File: src/hdl/pfcs_pkg.sv
// constants for the parallel flash command sequencer
// What this block does
// - full erase aborts and erases nothing while any lock bit is set
// - full erase is erase-all command then data write of zero
// - lock-set data mask activates lock bit n for each set bit n
// - unlock data mask clears each selected lock bit
// - page-write-with-lock commands set their region lock bit on completion
// - lock-status read returns lock bits as a mask
// - gp-bit set data mask activates the matching general-purpose bits
// - gp-bit reset pattern deactivates bits whose position holds one
// - gp-bit status read returns general-purpose bits as a mask
// - security set is its command then data write of zero
// - while secure the port is disabled and no command runs
// - security clears only after an erase-pin erase has finished
// - memory-write data handshakes store the word at the current address
// - address advances after each memory-write or page-write-with-lock data word; new address phases restart it
// - version query answers the interface version on a data handshake
// - a new command first completes a pending page-write-with-lock load, flushing the buffer
// - on read, drive bus first, then assert valid, release on enable high
package pfcs_pkg;

  // handshake mode field
  localparam logic [3:0] ADDRESS_PHASE_LOW    = 4'h0;
  localparam logic [3:0] ADDRESS_PHASE_SECOND = 4'h1;
  localparam logic [3:0] ADDRESS_PHASE_THIRD  = 4'h2;
  localparam logic [3:0] ADDRESS_PHASE_FOURTH = 4'h3;
  localparam logic [3:0] COMMAND_PHASE_MODE   = 4'h8;
  localparam logic [3:0] DATA_PHASE_MODE      = 4'hd;

  // command codes
  localparam logic [15:0] FULL_WIPE_CODE        = 16'h0020;
  localparam logic [15:0] LOCK_SET_CODE         = 16'h0030;
  localparam logic [15:0] UNLOCK_REGIONS_CODE   = 16'h0031;
  localparam logic [15:0] LOCK_STATUS_CODE      = 16'h0032;
  localparam logic [15:0] GP_BIT_SET_CODE       = 16'h0033;
  localparam logic [15:0] GP_BIT_RESET_CODE     = 16'h0034;
  localparam logic [15:0] GP_BIT_STATUS_CODE    = 16'h0035;
  localparam logic [15:0] SECURITY_SET_CODE     = 16'h0036;
  localparam logic [15:0] MEMORY_WRITE_CODE     = 16'h001f;
  localparam logic [15:0] VERSION_QUERY_CODE    = 16'h001e;
  localparam logic [15:0] PAGE_WRITE_LOCK_CODE  = 16'h0012;
  localparam logic [15:0] ERASE_WRITE_LOCK_CODE = 16'h0013;
  localparam logic [15:0] NO_COMMAND_CODE       = 16'h0000;

  // version value, arbitrary
  localparam logic [15:0] PORT_VERSION = 16'h0001;

  // lock region index taken from word address bits
  localparam int unsigned LOCK_REGION_LSB = 10;

  // erase pin hold time
  localparam int unsigned CLK_PERIOD_NS  = 10;
  localparam int unsigned ERASE_HOLD_MS  = 220;
  localparam int unsigned ERASE_HOLD_CYC = (ERASE_HOLD_MS * 1000000) / CLK_PERIOD_NS + 1;

  // apb map
  localparam logic [7:0] CTRL_OFFSET   = 8'h00;
  localparam logic [7:0] STATUS_OFFSET = 8'h04;
  localparam logic [7:0] LOCK_OFFSET   = 8'h08;
  localparam logic [7:0] GPBIT_OFFSET  = 8'h0c;

  // field positions
  localparam int unsigned CTRL_WIDE_BIT    = 0;
  localparam int unsigned STAT_SECURE_BIT  = 0;
  localparam int unsigned STAT_ABORT_BIT   = 1;
  localparam int unsigned STAT_BUSY_BIT    = 2;
  localparam int unsigned STAT_PENDING_BIT = 3;
  localparam logic        CTRL_WIDE_RESET  = 1'b1;

  typedef enum logic [3:0] {
    ST_IDLE  = 4'b0001,
    ST_HELD  = 4'b0010,
    ST_PREP  = 4'b0100,
    ST_DRIVE = 4'b1000
  } pfcs_state_type;

endpackage

File: src/hdl/pfcs_sequencer.sv
// parallel fast-programming command sequencer with apb status and control
//
// The placing of the registers and the APB interface to the registers are this design's own decisions.
`timescale 1ns/1ns
module pfcs_sequencer #(
  parameter int unsigned ERASE_HOLD_CYCLES = pfcs_pkg::ERASE_HOLD_CYC
) (
  // clock and reset
  input  wire logic        pclk,
  input  wire logic        presetn,
  // apb slave
  input  wire logic        psel,
  input  wire logic        penable,
  input  wire logic        pwrite,
  input  wire logic [7:0]  paddr,
  input  wire logic [31:0] pwdata,
  output logic [31:0]      prdata,
  output logic             pready,
  output logic             pslverr,
  // programming handshake
  input  wire logic [3:0]  mode,
  input  wire logic [15:0] data_in,
  output logic [15:0]      data_out,
  output logic             data_oe,
  input  wire logic        command_strobe_n,
  input  wire logic        output_enable_n,
  output logic             handshake_ready,
  output logic             data_valid_n,
  // erase pins
  input  wire logic        erase_pin,
  input  wire logic        test_pin,
  // memory and flash side
  output logic             mem_wr_en,
  output logic [31:0]      mem_addr,
  output logic [15:0]      mem_wdata,
  output logic             mem_erase_first,
  output logic             flash_flush,
  output logic             flash_erase_req,
  input  wire logic        flash_erase_done
);

  pfcs_pkg::pfcs_state_type state_q;
  logic [15:0] cmd_q;
  logic [31:0] addr_q;
  logic [15:0] lock_q;
  logic [15:0] gp_q;
  logic        secure_q;
  logic        wide_q;
  logic        abort_q;
  logic        busy_q;
  logic        pin_erase_q;
  logic        pend_q;
  logic        pend_erase_write_lock_code_q;
  logic [3:0]  pend_region_q;
  logic [24:0] hold_cnt_q;
  logic        data_oe_q;
  logic [15:0] data_out_q;
  logic        mem_wr_q;
  logic [31:0] mem_addr_q;
  logic [15:0] mem_wdata_q;
  logic        mem_ef_q;
  logic        flush_q;
  logic        erase_req_q;
  logic [31:0] prdata_q;
  logic        pslverr_q;
  logic        accept;
  logic [15:0] word;
  logic        is_cmd;
  logic        is_data;
  logic        is_addr;
  logic        page_lock_cmd;
  logic        wipe_ok;
  logic        wipe_abort;
  logic        pin_trigger;
  logic        apb_setup;
  logic        apb_write;
  // narrow bus only carries the low byte
  function automatic logic [15:0] bus_word(input logic [15:0] d, input logic wide);
    return wide ? d : {8'h00, d[7:0]};
  endfunction
  function automatic logic [31:0] addr_merge(input logic [31:0] a, input logic [15:0] w,
                                             input logic [1:0] ph, input logic wide);
    logic [31:0] r;
    r = a;
    if (wide) begin
      if (ph == 2'd0) begin
        r[15:0] = w;
      end else if (ph == 2'd1) begin
        r[31:16] = w;
      end
    end else begin
      r[{ph, 3'b000} +: 8] = w[7:0];
    end
    return r;
  endfunction
  // erase in progress refuses handshakes as well, the flash is not usable then
  assign accept        = (state_q == pfcs_pkg::ST_IDLE) && !secure_q &&
                         !busy_q && !command_strobe_n;
  assign word          = bus_word(data_in, wide_q);
  assign is_cmd        = (mode == pfcs_pkg::COMMAND_PHASE_MODE);
  assign is_data       = (mode == pfcs_pkg::DATA_PHASE_MODE);
  assign is_addr       = (mode[3:2] == 2'b00);
  assign page_lock_cmd = (cmd_q == pfcs_pkg::PAGE_WRITE_LOCK_CODE) ||
                         (cmd_q == pfcs_pkg::ERASE_WRITE_LOCK_CODE);
  assign wipe_ok       = accept && is_data && (cmd_q == pfcs_pkg::FULL_WIPE_CODE) &&
                         (word == 16'h0000) && (lock_q == 16'h0000);
  assign wipe_abort    = accept && is_data && (cmd_q == pfcs_pkg::FULL_WIPE_CODE) &&
                         (word == 16'h0000) && (lock_q != 16'h0000);
  assign pin_trigger   = (hold_cnt_q == 25'(ERASE_HOLD_CYCLES)) && !busy_q;
  // handshake state machine
  always_ff @(posedge pclk or negedge presetn) begin
    if (!presetn) begin
      state_q <= pfcs_pkg::ST_IDLE;
    end else begin
      unique case (state_q)
        pfcs_pkg::ST_IDLE: begin
          if (accept) begin
            state_q <= pfcs_pkg::ST_HELD;
          end
        end
        pfcs_pkg::ST_HELD: begin
          if (!output_enable_n) begin
            state_q <= pfcs_pkg::ST_PREP;
          end else if (command_strobe_n) begin
            state_q <= pfcs_pkg::ST_IDLE;
          end
        end
        pfcs_pkg::ST_PREP: begin
          state_q <= pfcs_pkg::ST_DRIVE;
        end
        pfcs_pkg::ST_DRIVE: begin
          if (output_enable_n) begin
            state_q <= pfcs_pkg::ST_HELD;
          end
        end
      endcase
    end
  end
  // read data and bus direction; bus turns before valid falls
  always_ff @(posedge pclk or negedge presetn) begin
    if (!presetn) begin
      data_oe_q  <= 1'b0;
      data_out_q <= 16'h0000;
    end else if (state_q == pfcs_pkg::ST_HELD && !output_enable_n) begin
      data_oe_q <= 1'b1;
      unique case (cmd_q)
        pfcs_pkg::LOCK_STATUS_CODE:   data_out_q <= bus_word(lock_q, wide_q);
        pfcs_pkg::GP_BIT_STATUS_CODE: data_out_q <= bus_word(gp_q, wide_q);
        pfcs_pkg::VERSION_QUERY_CODE: data_out_q <= bus_word(pfcs_pkg::PORT_VERSION, wide_q);
        default:                      data_out_q <= 16'h0000;
      endcase
    end else if (state_q == pfcs_pkg::ST_DRIVE && output_enable_n) begin
      data_oe_q <= 1'b0;
    end
  end
  // command register
  always_ff @(posedge pclk or negedge presetn) begin
    if (!presetn) begin
      cmd_q <= pfcs_pkg::NO_COMMAND_CODE;
    end else if (accept && is_cmd) begin
      cmd_q <= word;
    end
  end
  // address buffer
  always_ff @(posedge pclk or negedge presetn) begin
    if (!presetn) begin
      addr_q <= 32'h0000_0000;
    end else if (accept && is_addr) begin
      addr_q <= addr_merge(addr_q, word, mode[1:0], wide_q);
    end else if (accept && is_data &&
                 (cmd_q == pfcs_pkg::MEMORY_WRITE_CODE || page_lock_cmd)) begin
      addr_q <= addr_q + 32'h0000_0001;
    end
  end
  // memory write port
  always_ff @(posedge pclk or negedge presetn) begin
    if (!presetn) begin
      mem_wr_q    <= 1'b0;
      mem_addr_q  <= 32'h0000_0000;
      mem_wdata_q <= 16'h0000;
      mem_ef_q    <= 1'b0;
    end else begin
      mem_wr_q <= accept && is_data &&
                  (cmd_q == pfcs_pkg::MEMORY_WRITE_CODE || page_lock_cmd);
      if (accept && is_data) begin
        mem_addr_q  <= addr_q;
        mem_wdata_q <= word;
        mem_ef_q    <= (cmd_q == pfcs_pkg::ERASE_WRITE_LOCK_CODE);
      end
    end
  end
  // pending page load; completed when the next command arrives
  always_ff @(posedge pclk or negedge presetn) begin
    if (!presetn) begin
      pend_q        <= 1'b0;
      pend_erase_write_lock_code_q   <= 1'b0;
      pend_region_q <= 4'h0;
      flush_q       <= 1'b0;
    end else begin
      flush_q <= accept && is_cmd && pend_q;
      if (accept && is_cmd) begin
        pend_q <= 1'b0;
      end else if (accept && is_data && page_lock_cmd) begin
        pend_q        <= 1'b1;
        pend_erase_write_lock_code_q   <= (cmd_q == pfcs_pkg::ERASE_WRITE_LOCK_CODE);
        pend_region_q <= addr_q[pfcs_pkg::LOCK_REGION_LSB +: 4];
      end
    end
  end
  // lock bits; reads the pending region before it is overwritten
  always_ff @(posedge pclk or negedge presetn) begin
    if (!presetn) begin
      lock_q <= 16'h0000;
    end else if (accept && is_cmd && pend_q) begin
      lock_q[pend_region_q] <= 1'b1;
    end else if (accept && is_data && cmd_q == pfcs_pkg::LOCK_SET_CODE) begin
      lock_q <= lock_q | word;
    end else if (accept && is_data && cmd_q == pfcs_pkg::UNLOCK_REGIONS_CODE) begin
      lock_q <= lock_q & ~word;
    end
  end
  // general-purpose bits
  always_ff @(posedge pclk or negedge presetn) begin
    if (!presetn) begin
      gp_q <= 16'h0000;
    end else if (accept && is_data && cmd_q == pfcs_pkg::GP_BIT_SET_CODE) begin
      gp_q <= gp_q | word;
    end else if (accept && is_data && cmd_q == pfcs_pkg::GP_BIT_RESET_CODE) begin
      gp_q <= gp_q & ~word;
    end
  end
  // erase pin hold counter, only counts with the test pin low
  always_ff @(posedge pclk or negedge presetn) begin
    if (!presetn) begin
      hold_cnt_q <= 25'h0000000;
    end else if (!erase_pin || test_pin) begin
      hold_cnt_q <= 25'h0000000;
    end else if (hold_cnt_q != 25'(ERASE_HOLD_CYCLES)) begin
      hold_cnt_q <= hold_cnt_q + 25'h0000001;
    end
  end
  // full erase request and busy tracking
  always_ff @(posedge pclk or negedge presetn) begin
    if (!presetn) begin
      erase_req_q <= 1'b0;
      busy_q      <= 1'b0;
      pin_erase_q <= 1'b0;
    end else begin
      erase_req_q <= wipe_ok || pin_trigger;
      if (wipe_ok || pin_trigger) begin
        busy_q      <= 1'b1;
        pin_erase_q <= pin_trigger;
      end else if (flash_erase_done) begin
        busy_q      <= 1'b0;
        pin_erase_q <= 1'b0;
      end
    end
  end
  // security bit; pin erase completion is its only way out
  always_ff @(posedge pclk or negedge presetn) begin
    if (!presetn) begin
      secure_q <= 1'b0;
    end else if (accept && is_data && cmd_q == pfcs_pkg::SECURITY_SET_CODE &&
                 word == 16'h0000) begin
      secure_q <= 1'b1;
    end else if (busy_q && pin_erase_q && flash_erase_done) begin
      secure_q <= 1'b0;
    end
  end
  // apb slave: zero wait states, read data captured in setup
  assign apb_setup = psel && !penable;
  assign apb_write = psel && penable && pwrite;
  always_ff @(posedge pclk or negedge presetn) begin
    if (!presetn) begin
      wide_q <= pfcs_pkg::CTRL_WIDE_RESET;
    end else if (apb_write && paddr == pfcs_pkg::CTRL_OFFSET) begin
      wide_q <= pwdata[pfcs_pkg::CTRL_WIDE_BIT];
    end
  end
  // abort flag: a new abort wins over a clear in the same cycle
  always_ff @(posedge pclk or negedge presetn) begin
    if (!presetn) begin
      abort_q <= 1'b0;
    end else if (wipe_abort) begin
      abort_q <= 1'b1;
    end else if (apb_write && paddr == pfcs_pkg::STATUS_OFFSET &&
                 pwdata[pfcs_pkg::STAT_ABORT_BIT]) begin
      abort_q <= 1'b0;
    end
  end

  always_ff @(posedge pclk or negedge presetn) begin
    if (!presetn) begin
      prdata_q  <= 32'h0000_0000;
      pslverr_q <= 1'b0;
    end else if (apb_setup) begin
      pslverr_q <= 1'b0;
      prdata_q  <= 32'h0000_0000;
      unique case (paddr)
        pfcs_pkg::CTRL_OFFSET: prdata_q[pfcs_pkg::CTRL_WIDE_BIT] <= wide_q;
        pfcs_pkg::STATUS_OFFSET: begin
          prdata_q[pfcs_pkg::STAT_SECURE_BIT]  <= secure_q;
          prdata_q[pfcs_pkg::STAT_ABORT_BIT]   <= abort_q;
          prdata_q[pfcs_pkg::STAT_BUSY_BIT]    <= busy_q;
          prdata_q[pfcs_pkg::STAT_PENDING_BIT] <= pend_q;
        end
        pfcs_pkg::LOCK_OFFSET:  prdata_q[15:0] <= lock_q;
        pfcs_pkg::GPBIT_OFFSET: prdata_q[15:0] <= gp_q;
        default:                pslverr_q <= 1'b1;
      endcase
    end
  end
  // outputs
  assign prdata          = prdata_q;
  assign pready          = 1'b1;
  assign pslverr         = pslverr_q && psel && penable;
  assign data_out        = data_out_q;
  assign data_oe         = data_oe_q;
  assign handshake_ready = (state_q == pfcs_pkg::ST_IDLE);
  assign data_valid_n    = (state_q != pfcs_pkg::ST_DRIVE);
  assign mem_wr_en       = mem_wr_q;
  assign mem_addr        = mem_addr_q;
  assign mem_wdata       = mem_wdata_q;
  assign mem_erase_first = mem_ef_q;
  assign flash_flush     = flush_q;
  assign flash_erase_req = erase_req_q;
endmodule

File: config.mk
export PLATFORM = sky130hd
export DESIGN_NAME = pfcs_sequencer
export DESIGN_NICKNAME = d
export VERILOG_FILES = /design/src/hdl/pfcs_pkg.sv /design/src/hdl/pfcs_sequencer.sv
export SDC_FILE = /design/constraint.sdc
export NUM_CORES = 1
export LEC_CHECK = 0
export BUFFER_PORTS_ARGS = -buffer_cell sky130_fd_sc_hd__buf_2
export CORE_AREA = 5 5 167 169
export DETAILED_ROUTE_END_ITERATION = 6
export DIE_AREA = 0 0 172 174
export HOLD_SLACK_MARGIN = 0.12
export PLACE_DENSITY = 0.66
export RECOVER_POWER = 25
export SYNTH_ARGS = -nofsm -noshare
export SYNTH_HDL_FRONTEND = slang
export SYNTH_SLANG_ARGS = --single-unit
File: constraint.sdc
create_clock -name pclk -period 2.6 [get_ports pclk]
set_input_delay 0.26 -clock pclk [delete_from_list [all_inputs] [get_ports pclk]]
set_output_delay 0.26 -clock pclk [all_outputs]
set_load 0.05 [all_outputs]
==> summary.md, run 1 <==
| Metric | Value |
|---|---|
| Cell row count | `60` |
| Total global-route track usage | `0.205` |
| Syn Area/Cell | `9.39 sq um` |
| Worst-Skew Late Latency | `0.51 ns` |
| Total global routing overflow | `0` |
| Commonest non-fill, non-tap cells in the layout | `209 x nand2_1, 203 x dfrtp_1, 126 x buf_2` |
| Leak | `5.75 nW` |
| Hold depth | `3` |
| Die W | `172 microns` |
| Average via count per standard cell | `5.72` |
| Fin worst setup slack | `0.153 ns` |
| Clock period minus worst slack | `2.45 ns` |
| Clock transition at path regs | `0.06 ns` |
| Routing usage on met2 | `0.331` |
| Setup TNS | `0 ns` |
| Routed Antenna Nets | `0` |
| #FFs+latches synth | `205` |
| Number of global-route vias before repair | `8937` |
| Largest net degree at the start of global routing | `58` |
| Cell internal pwr | `5.52 mW` |
| Num CTS Buffers | `23` |
| Layout cells sized above 1 | `0.189` |
| # Max-Cap Violations | `0` |
| Tcrit/Tclk final | `0.941` |
| Crit path arrival time | `2.87 ns` |
| Worst-margin pin slew | `1.41 ns` |
| Final-report hold violation count | `0` |
| Maximum vdd drop | `605 uV` |
| CP Capture Type | `flop` |
| Die ar. | `0.0299 sq mm` |
| H-Tree Depth | `1` |
| Max frequency | `409 MHz` |
| I/O pin count | `175` |
| Critical path required time | `3.02 ns` |
| Cell area after layout | `0.0123 sq mm` |
| Share of synthesized flip-flops with an asynchronous set or reset | `1.00` |
| Most used routing layer | `met2` |
| Iter 0 DRT Violations | `802` |
| Psw | `2.13 mW` |
| Design Power | `7.66 mW` |
| Ys Warns | `0` |
| Placed instance area | `0.0115 sq mm` |
| Initial antenna violation count | `4` |
| CP Launch Type | `flop` |
| R2R Setup Slk | `0.15 ns` |
| Chip height | `174 microns` |
| Fin Hold WS | `0.147 ns` |
| Routed wire per std cell | `19.5 microns` |
| CTS max path bufs | `3` |
| Number of distinct library cells after synthesis | `76` |
| Power density over the cells | `620 mW/mm^2` |
| GRT met3 Usage | `0.0321` |
| Clock Skews | `0.00783 ns` |
| Dpl cells | `1553` |
| Placer Congestion | `0.949` |
| Finished Layout Cells | `1611` |
| Slowest CP cell | `dfstp_2` |
| Synth Cell Area | `0.0103 sq mm` |
| Hold/Removal Path Class | `input pin to flop` |
| EDFF count, synth | `0` |
| Status | `complete, no violations` |
| Comb pwr share | `0.124` |
| Final setup vio count | `0` |
| Max_slew headroom | `0.0572` |
| Sequential power share | `0.454` |
| Nets@finish | `1327` |
| Max-slew violation count | `0` |
| TritonCTS clock tree | `built` |
| Final Core Density | `0.467` |
| Seq/Total Area, Yosys | `0.496` |
| Clock root buffer | `clkbuf_16` |
| DRC violations left | `0` |
| Switch share | `0.278` |
| Global-route wire length before repair | `49.9 mm` |
| Cells after synthesis | `1102` |
| Worst reg-to-reg path cell count | `7` |
| CP Max Fanout | `30` |
| Drt pass-1 iters | `5` |
| Num Clock Sinks | `205` |
| Most common library cell in the layout ignoring fill and taps | `nand2_1` |
| Starting Density | `0.391` |
| Top_reg_cell synth | `dfrtp_1` |
| Setup WS pre-CTS | `0.274 ns` |
| PortBufs | `127` |
| Clock network fraction of design power | `0.422` |
| Most used cell, CP | `buf_4` |
| CP Cell Sequence | `nor4b_4 -> buf_4 -> nand3_2 -> nor4_2 -> buf_4 -> a221oi_1 -> a31oi_1` |
| Final HPWL DP | `22.7 mm` |
| Via count | `9217` |
| Total length of routed wires | `31.5 mm` |
| Core footprint | `0.0264 sq mm` |
| Critical setup path kind | `flop to flop` |
| Worst path max stage delay | `0.57 ns` |
| Met1 Usage GRT | `0.289` |
| RSZ-0062 raised after global routing | `false` |
| Area Overhead vs Synth | `19.3%` |
==> kinds of logic after synthesis <==
family,count (synthesis),share of synthesized area
AO/OA/AOI/OAI,250,0.168
XOR/XNOR,21,0.0178
adder cells (fa/ha/maj),8,0.00968
buffers and inverters,96,0.0432
flip-flops,205,0.496
multiplexers,25,0.0273
other,2,0.000726
AND/OR/NAND/NOR,495,0.237
==> final timing paths <==
path / from / to
min in group asynchronous: presetn / data_out[5]$_DFFE_PN0P_
max in group asynchronous: presetn / mem_wdata[3]$_DFFE_PN0P_
max: state_q[0]$_DFFE_PN1P_ / flop
min reg2reg: mem_addr[2]$_DFFE_PN0P_ / mem_addr[2]$_DFFE_PN0P_
min: data_in[10] / flop
max reg2reg: state_q[0]$_DFFE_PN1P_ / flop
==> what timing repair did <==
| action | 4_1_cts | 5_1_grt |
|---|---|---|
| hold buffers | 12 | 0 |
| buffers inserted | 0 | 0 |
| gates resized for setup | 0 | 0 |
| hold endpoints to repair | 77 | 0 |
==> synth_stat cells, types with 9 or more instances <==
cell type,n,area (sq um)
o2bb2ai_1,10,87.6
mux2_2,16,180
and2_1,11,68.8
a31oi_1,28,175
and3_1,25,156
a22oi_1,25,188
clkbuf_1,45,169
nor3_1,17,85.1
o21ai_1,10,50.1
xnor2_1,13,114
nor4_1,25,156
inv_1,17,63.8
o211ai_1,9,67.6
nor2b_1,11,68.8
dfrtp_1,203,5080
buf_4,17,128
nand3_1,39,195
nand2_1,209,785
o21ai_0,53,265
a21oi_1,27,135
nor2_1,77,289
a221oi_1,29,254
nand4_1,24,150
buf_2,12,60.1
nand2b_1,10,62.6
==> power by group through the flow <==
stage               Combinational (mW)  Clock (mW)  Sequential [mW]
floorplan                        0.459           0             3.67
global placement                 0.928           0             3.52
detailed placement               0.943           0             3.53
CTS                              0.962        3.31             3.47
global route                      1.03        3.43             3.49
finish                           0.951        3.23             3.47
==> area by class of cell <==
cell class	instances	area [sq um]
multi-input cells	816	4830
inverters	17	63.8
well taps	341	427
clock inverters	5	56.3
diodes	4	10.0
clock buffers	37	698
fillers	2582	14100
repair buffers	186	1130
flip-flops and latches	205	5130
==> critical path: cells and delay by family, from the launching register on <==
kind | cells | cell delay [ns]
and+or+nand+nor | 3 | 0.83
buffers and inverters | 2 | 0.59
AOI/OAI and AO/OA | 2 | 0.36
DFF | 1 | 0.57
==> metal layers <==
layer,vias up,share of wire
li1,4295,-
met2,353,0.47
met4,0,0.026
met1,4514,0.43
met5,-,0
met3,55,0.071
(Power assumes the default switching activity.)
==> inputs of run 2 (changes only) <==
--- a/config.mk
+++ b/config.mk
@@ -6,11 +6,11 @@
 export NUM_CORES = 1
 export LEC_CHECK = 0
 export BUFFER_PORTS_ARGS = -buffer_cell sky130_fd_sc_hd__buf_2
-export CORE_AREA = 5 5 167 169
+export CORE_AREA = 5 5 189 191
 export DETAILED_ROUTE_END_ITERATION = 6
-export DIE_AREA = 0 0 172 174
+export DIE_AREA = 0 0 194 196
 export HOLD_SLACK_MARGIN = 0.12
-export PLACE_DENSITY = 0.66
+export PLACE_DENSITY = 0.55
 export RECOVER_POWER = 25
 export SYNTH_ARGS = -nofsm -noshare
 export SYNTH_HDL_FRONTEND = slang
==> run 2 against run 1 <==
  * Sequential power about the same
  * Setup slack better by 0.10 ns
  * Fmax up 4.3%
  * Flip-flop and latch count unchanged
  * Register-to-register slack better by 0.10 ns
  * The flow now finishes with violations (capacitance limit, slew limit)
  * Die area up 27%
  * Clock-buffer cell count up 2
  * Critical path depth unchanged
  * Power up 9.9%
  * Global-route usage down 3.3 points
  * Sequential share of layout area down 1.2 points
  * Via count down 0.46%
==> summary.md, run 2 (synthesis results as in run 1) <==
| Metric | Value |
|---|---|
| Die ar. | `0.0380 sq mm` |
| TritonCTS clock tree | `built` |
| Iter 0 DRT Violations | `690` |
| Num Clock Sinks | `205` |
| Met1 Usage GRT | `0.235` |
| Tcrit/Tclk final | `0.903` |
| Routing usage on met2 | `0.289` |
| N_diodes | `0` |
| Num CTS Buffers | `26` |
| Power density over the cells | `661 mW/mm^2` |
| Core footprint | `0.0339 sq mm` |
| Routed Antenna Nets | `0` |
| Die W | `194 microns` |
| Cell row count | `68` |
| Placed instance area | `0.0117 sq mm` |
| Clock root buffer | `clkbuf_16` |
| Worst path max stage delay | `0.57 ns` |
| Critical setup path kind | `flop to flop` |
| Worst-margin pin slew | `1.62 ns` |
| Max-slew violation count | `53` |
| CTS max path bufs | `3` |
| Leak | `5.89 nW` |
| Hold/Removal Path Class | `input pin to flop` |
| Status | `finished with violations` |
| Max_slew headroom | `-0.0767` |
| Total length of routed wires | `34.0 mm` |
| Final-report hold violation count | `0` |
| Layout cells sized above 1 | `0.200` |
| Nets@finish | `1335` |
| Starting Density | `0.305` |
| DRC violations left | `0` |
| CP Launch Type | `flop` |
| RSZ-0062 raised after global routing | `false` |
| # Max-Cap Violations | `1` |
| Largest net degree at the start of global routing | `60` |
| Most used routing layer | `met2` |
| Fin Hold WS | `0.134 ns` |
| Maximum vdd drop | `465 uV` |
| Clock period minus worst slack | `2.35 ns` |
| I/O pin count | `175` |
| Most common library cell in the layout ignoring fill and taps | `nand2_1` |
| H-Tree Depth | `1` |
| CP Max Fanout | `30` |
| Total global routing overflow | `0` |
| CP Capture Type | `flop` |
| Total global-route track usage | `0.172` |
| Drt pass-1 iters | `5` |
| Clock transition at path regs | `0.06 ns` |
| Most used cell, CP | `buf_4` |
| Commonest non-fill, non-tap cells in the layout | `209 x nand2_1, 203 x dfrtp_1, 126 x buf_2` |
| Routed wire per std cell | `19.6 microns` |
| Max frequency | `426 MHz` |
| Final HPWL DP | `24.8 mm` |
| Post CTS Setup Buffer Count | `0` |
| Clock Skews | `0.0132 ns` |
| Setup TNS | `0 ns` |
| Slowest CP cell | `dfstp_2` |
| Number of global-route vias before repair | `8875` |
| Chip height | `196 microns` |
| Via count | `9175` |
| Failing checks | `capacitance limit, slew limit` |
| Global-route wire length before repair | `52.9 mm` |
| Critical path required time | `3.03 ns` |
| PortBufs | `127` |
| Worst-Skew Late Latency | `0.52 ns` |
| Area Overhead vs Synth | `23.0%` |
| Crit path arrival time | `2.78 ns` |
| Average via count per standard cell | `5.30` |
| Initial antenna violation count | `1` |
| CP Cell Sequence | `nor4b_4 -> buf_4 -> nand3_2 -> nor4_2 -> buf_4 -> a221oi_1 -> a31oi_1` |
| Cell area after layout | `0.0127 sq mm` |
| Placer Congestion | `0.893` |
| Fillers | `3416` |
| GRT met3 Usage | `0.0301` |
| Final setup vio count | `0` |
[run 2: cell types whose count changed in the layout (fill, tap and decap cells not counted), moves of 2 or more]
cell / delta
buf_4: +8
clkbuf_1: -4
clkbuf_16: +4
diode_2: -4
bufinv_16: +3
clkbuf_4: -2
clkbuf_8: +2
[run 2: layer usage]
metal | up-vias | wire length [microns]
li1 | 4300 | -
met1 | 4486 | 15000
met2 | 333 | 16100
met3 | 56 | 2270
met4 | 0 | 661
met5 | - | 0
[run 2: area by class of cell]
type | instances | area, sq um | share of cell area
Clock inverter | 9 | 155 | 0.0122
Tap cell | 455 | 569 | 0.0447
Multi-Input combinational cell | 816 | 4830 | 0.379
Clock buffer | 39 | 811 | 0.0637
Inverter | 17 | 63.8 | 0.00502
Timing Repair Buffer | 191 | 1160 | 0.0916
Sequential cell | 205 | 5130 | 0.403
[run 2: timing repair]
action | 4_1_cts | 5_1_grt
hold buffers | 11 | 0
gates resized for setup | 0 | 0
endpoints found under the setup margin | 0 | 0
endpoints found under the hold margin | 68 | 0
[run 2: through the flow]
stage	std cells	util	power [mW]	worst slack, ns
after floorplan	1117	-	4.13	0.320
after global placement	1673	0.343	4.48	0.220
after detailed placement	1673	0.343	4.49	0.221
after CTS	1732	0.375	8.51	0.240
after global routing	1732	0.375	8.72	0.0709
final	1732	0.375	8.41	0.253
[run 2: worst paths after layout]
check	cells after the start	slack, ns	start	endpoint
min reg2reg	2	0.47	mem_wdata[5]$_DFFE_PN0P_	mem_wdata[5]$_DFFE_PN0P_
min	3	0.13	data_in[11]	flop
min in group asynchronous	2	0.69	presetn	mem_addr[31]$_DFFE_PN0P_
max in group asynchronous	3	0.75	presetn	state_q[0]$_DFFE_PN1P_
max	7	0.25	state_q[0]$_DFFE_PN1P_	flop
max reg2reg	7	0.25	state_q[0]$_DFFE_PN1P_	flop
[run 2: worst max-delay path: cells and delay by family (launching register included)]
kind	cells	cell delay (ns)
and+or+nand+nor	3	0.84
DFF	1	0.57
buffers and inverters	2	0.51
AOI/OAI and AO/OA	2	0.33
[run 2: where the power goes]
| group | total [mW] | internal (mW) | switching [mW] |
|---|---|---|---|
| Clock | 3.97 | 2.55 | 1.42 |
| Combinational | 0.969 | 0.270 | 0.700 |
| Sequential | 3.47 | 3.33 | 0.146 |
| Total | 8.41 | 6.14 | 2.27 |
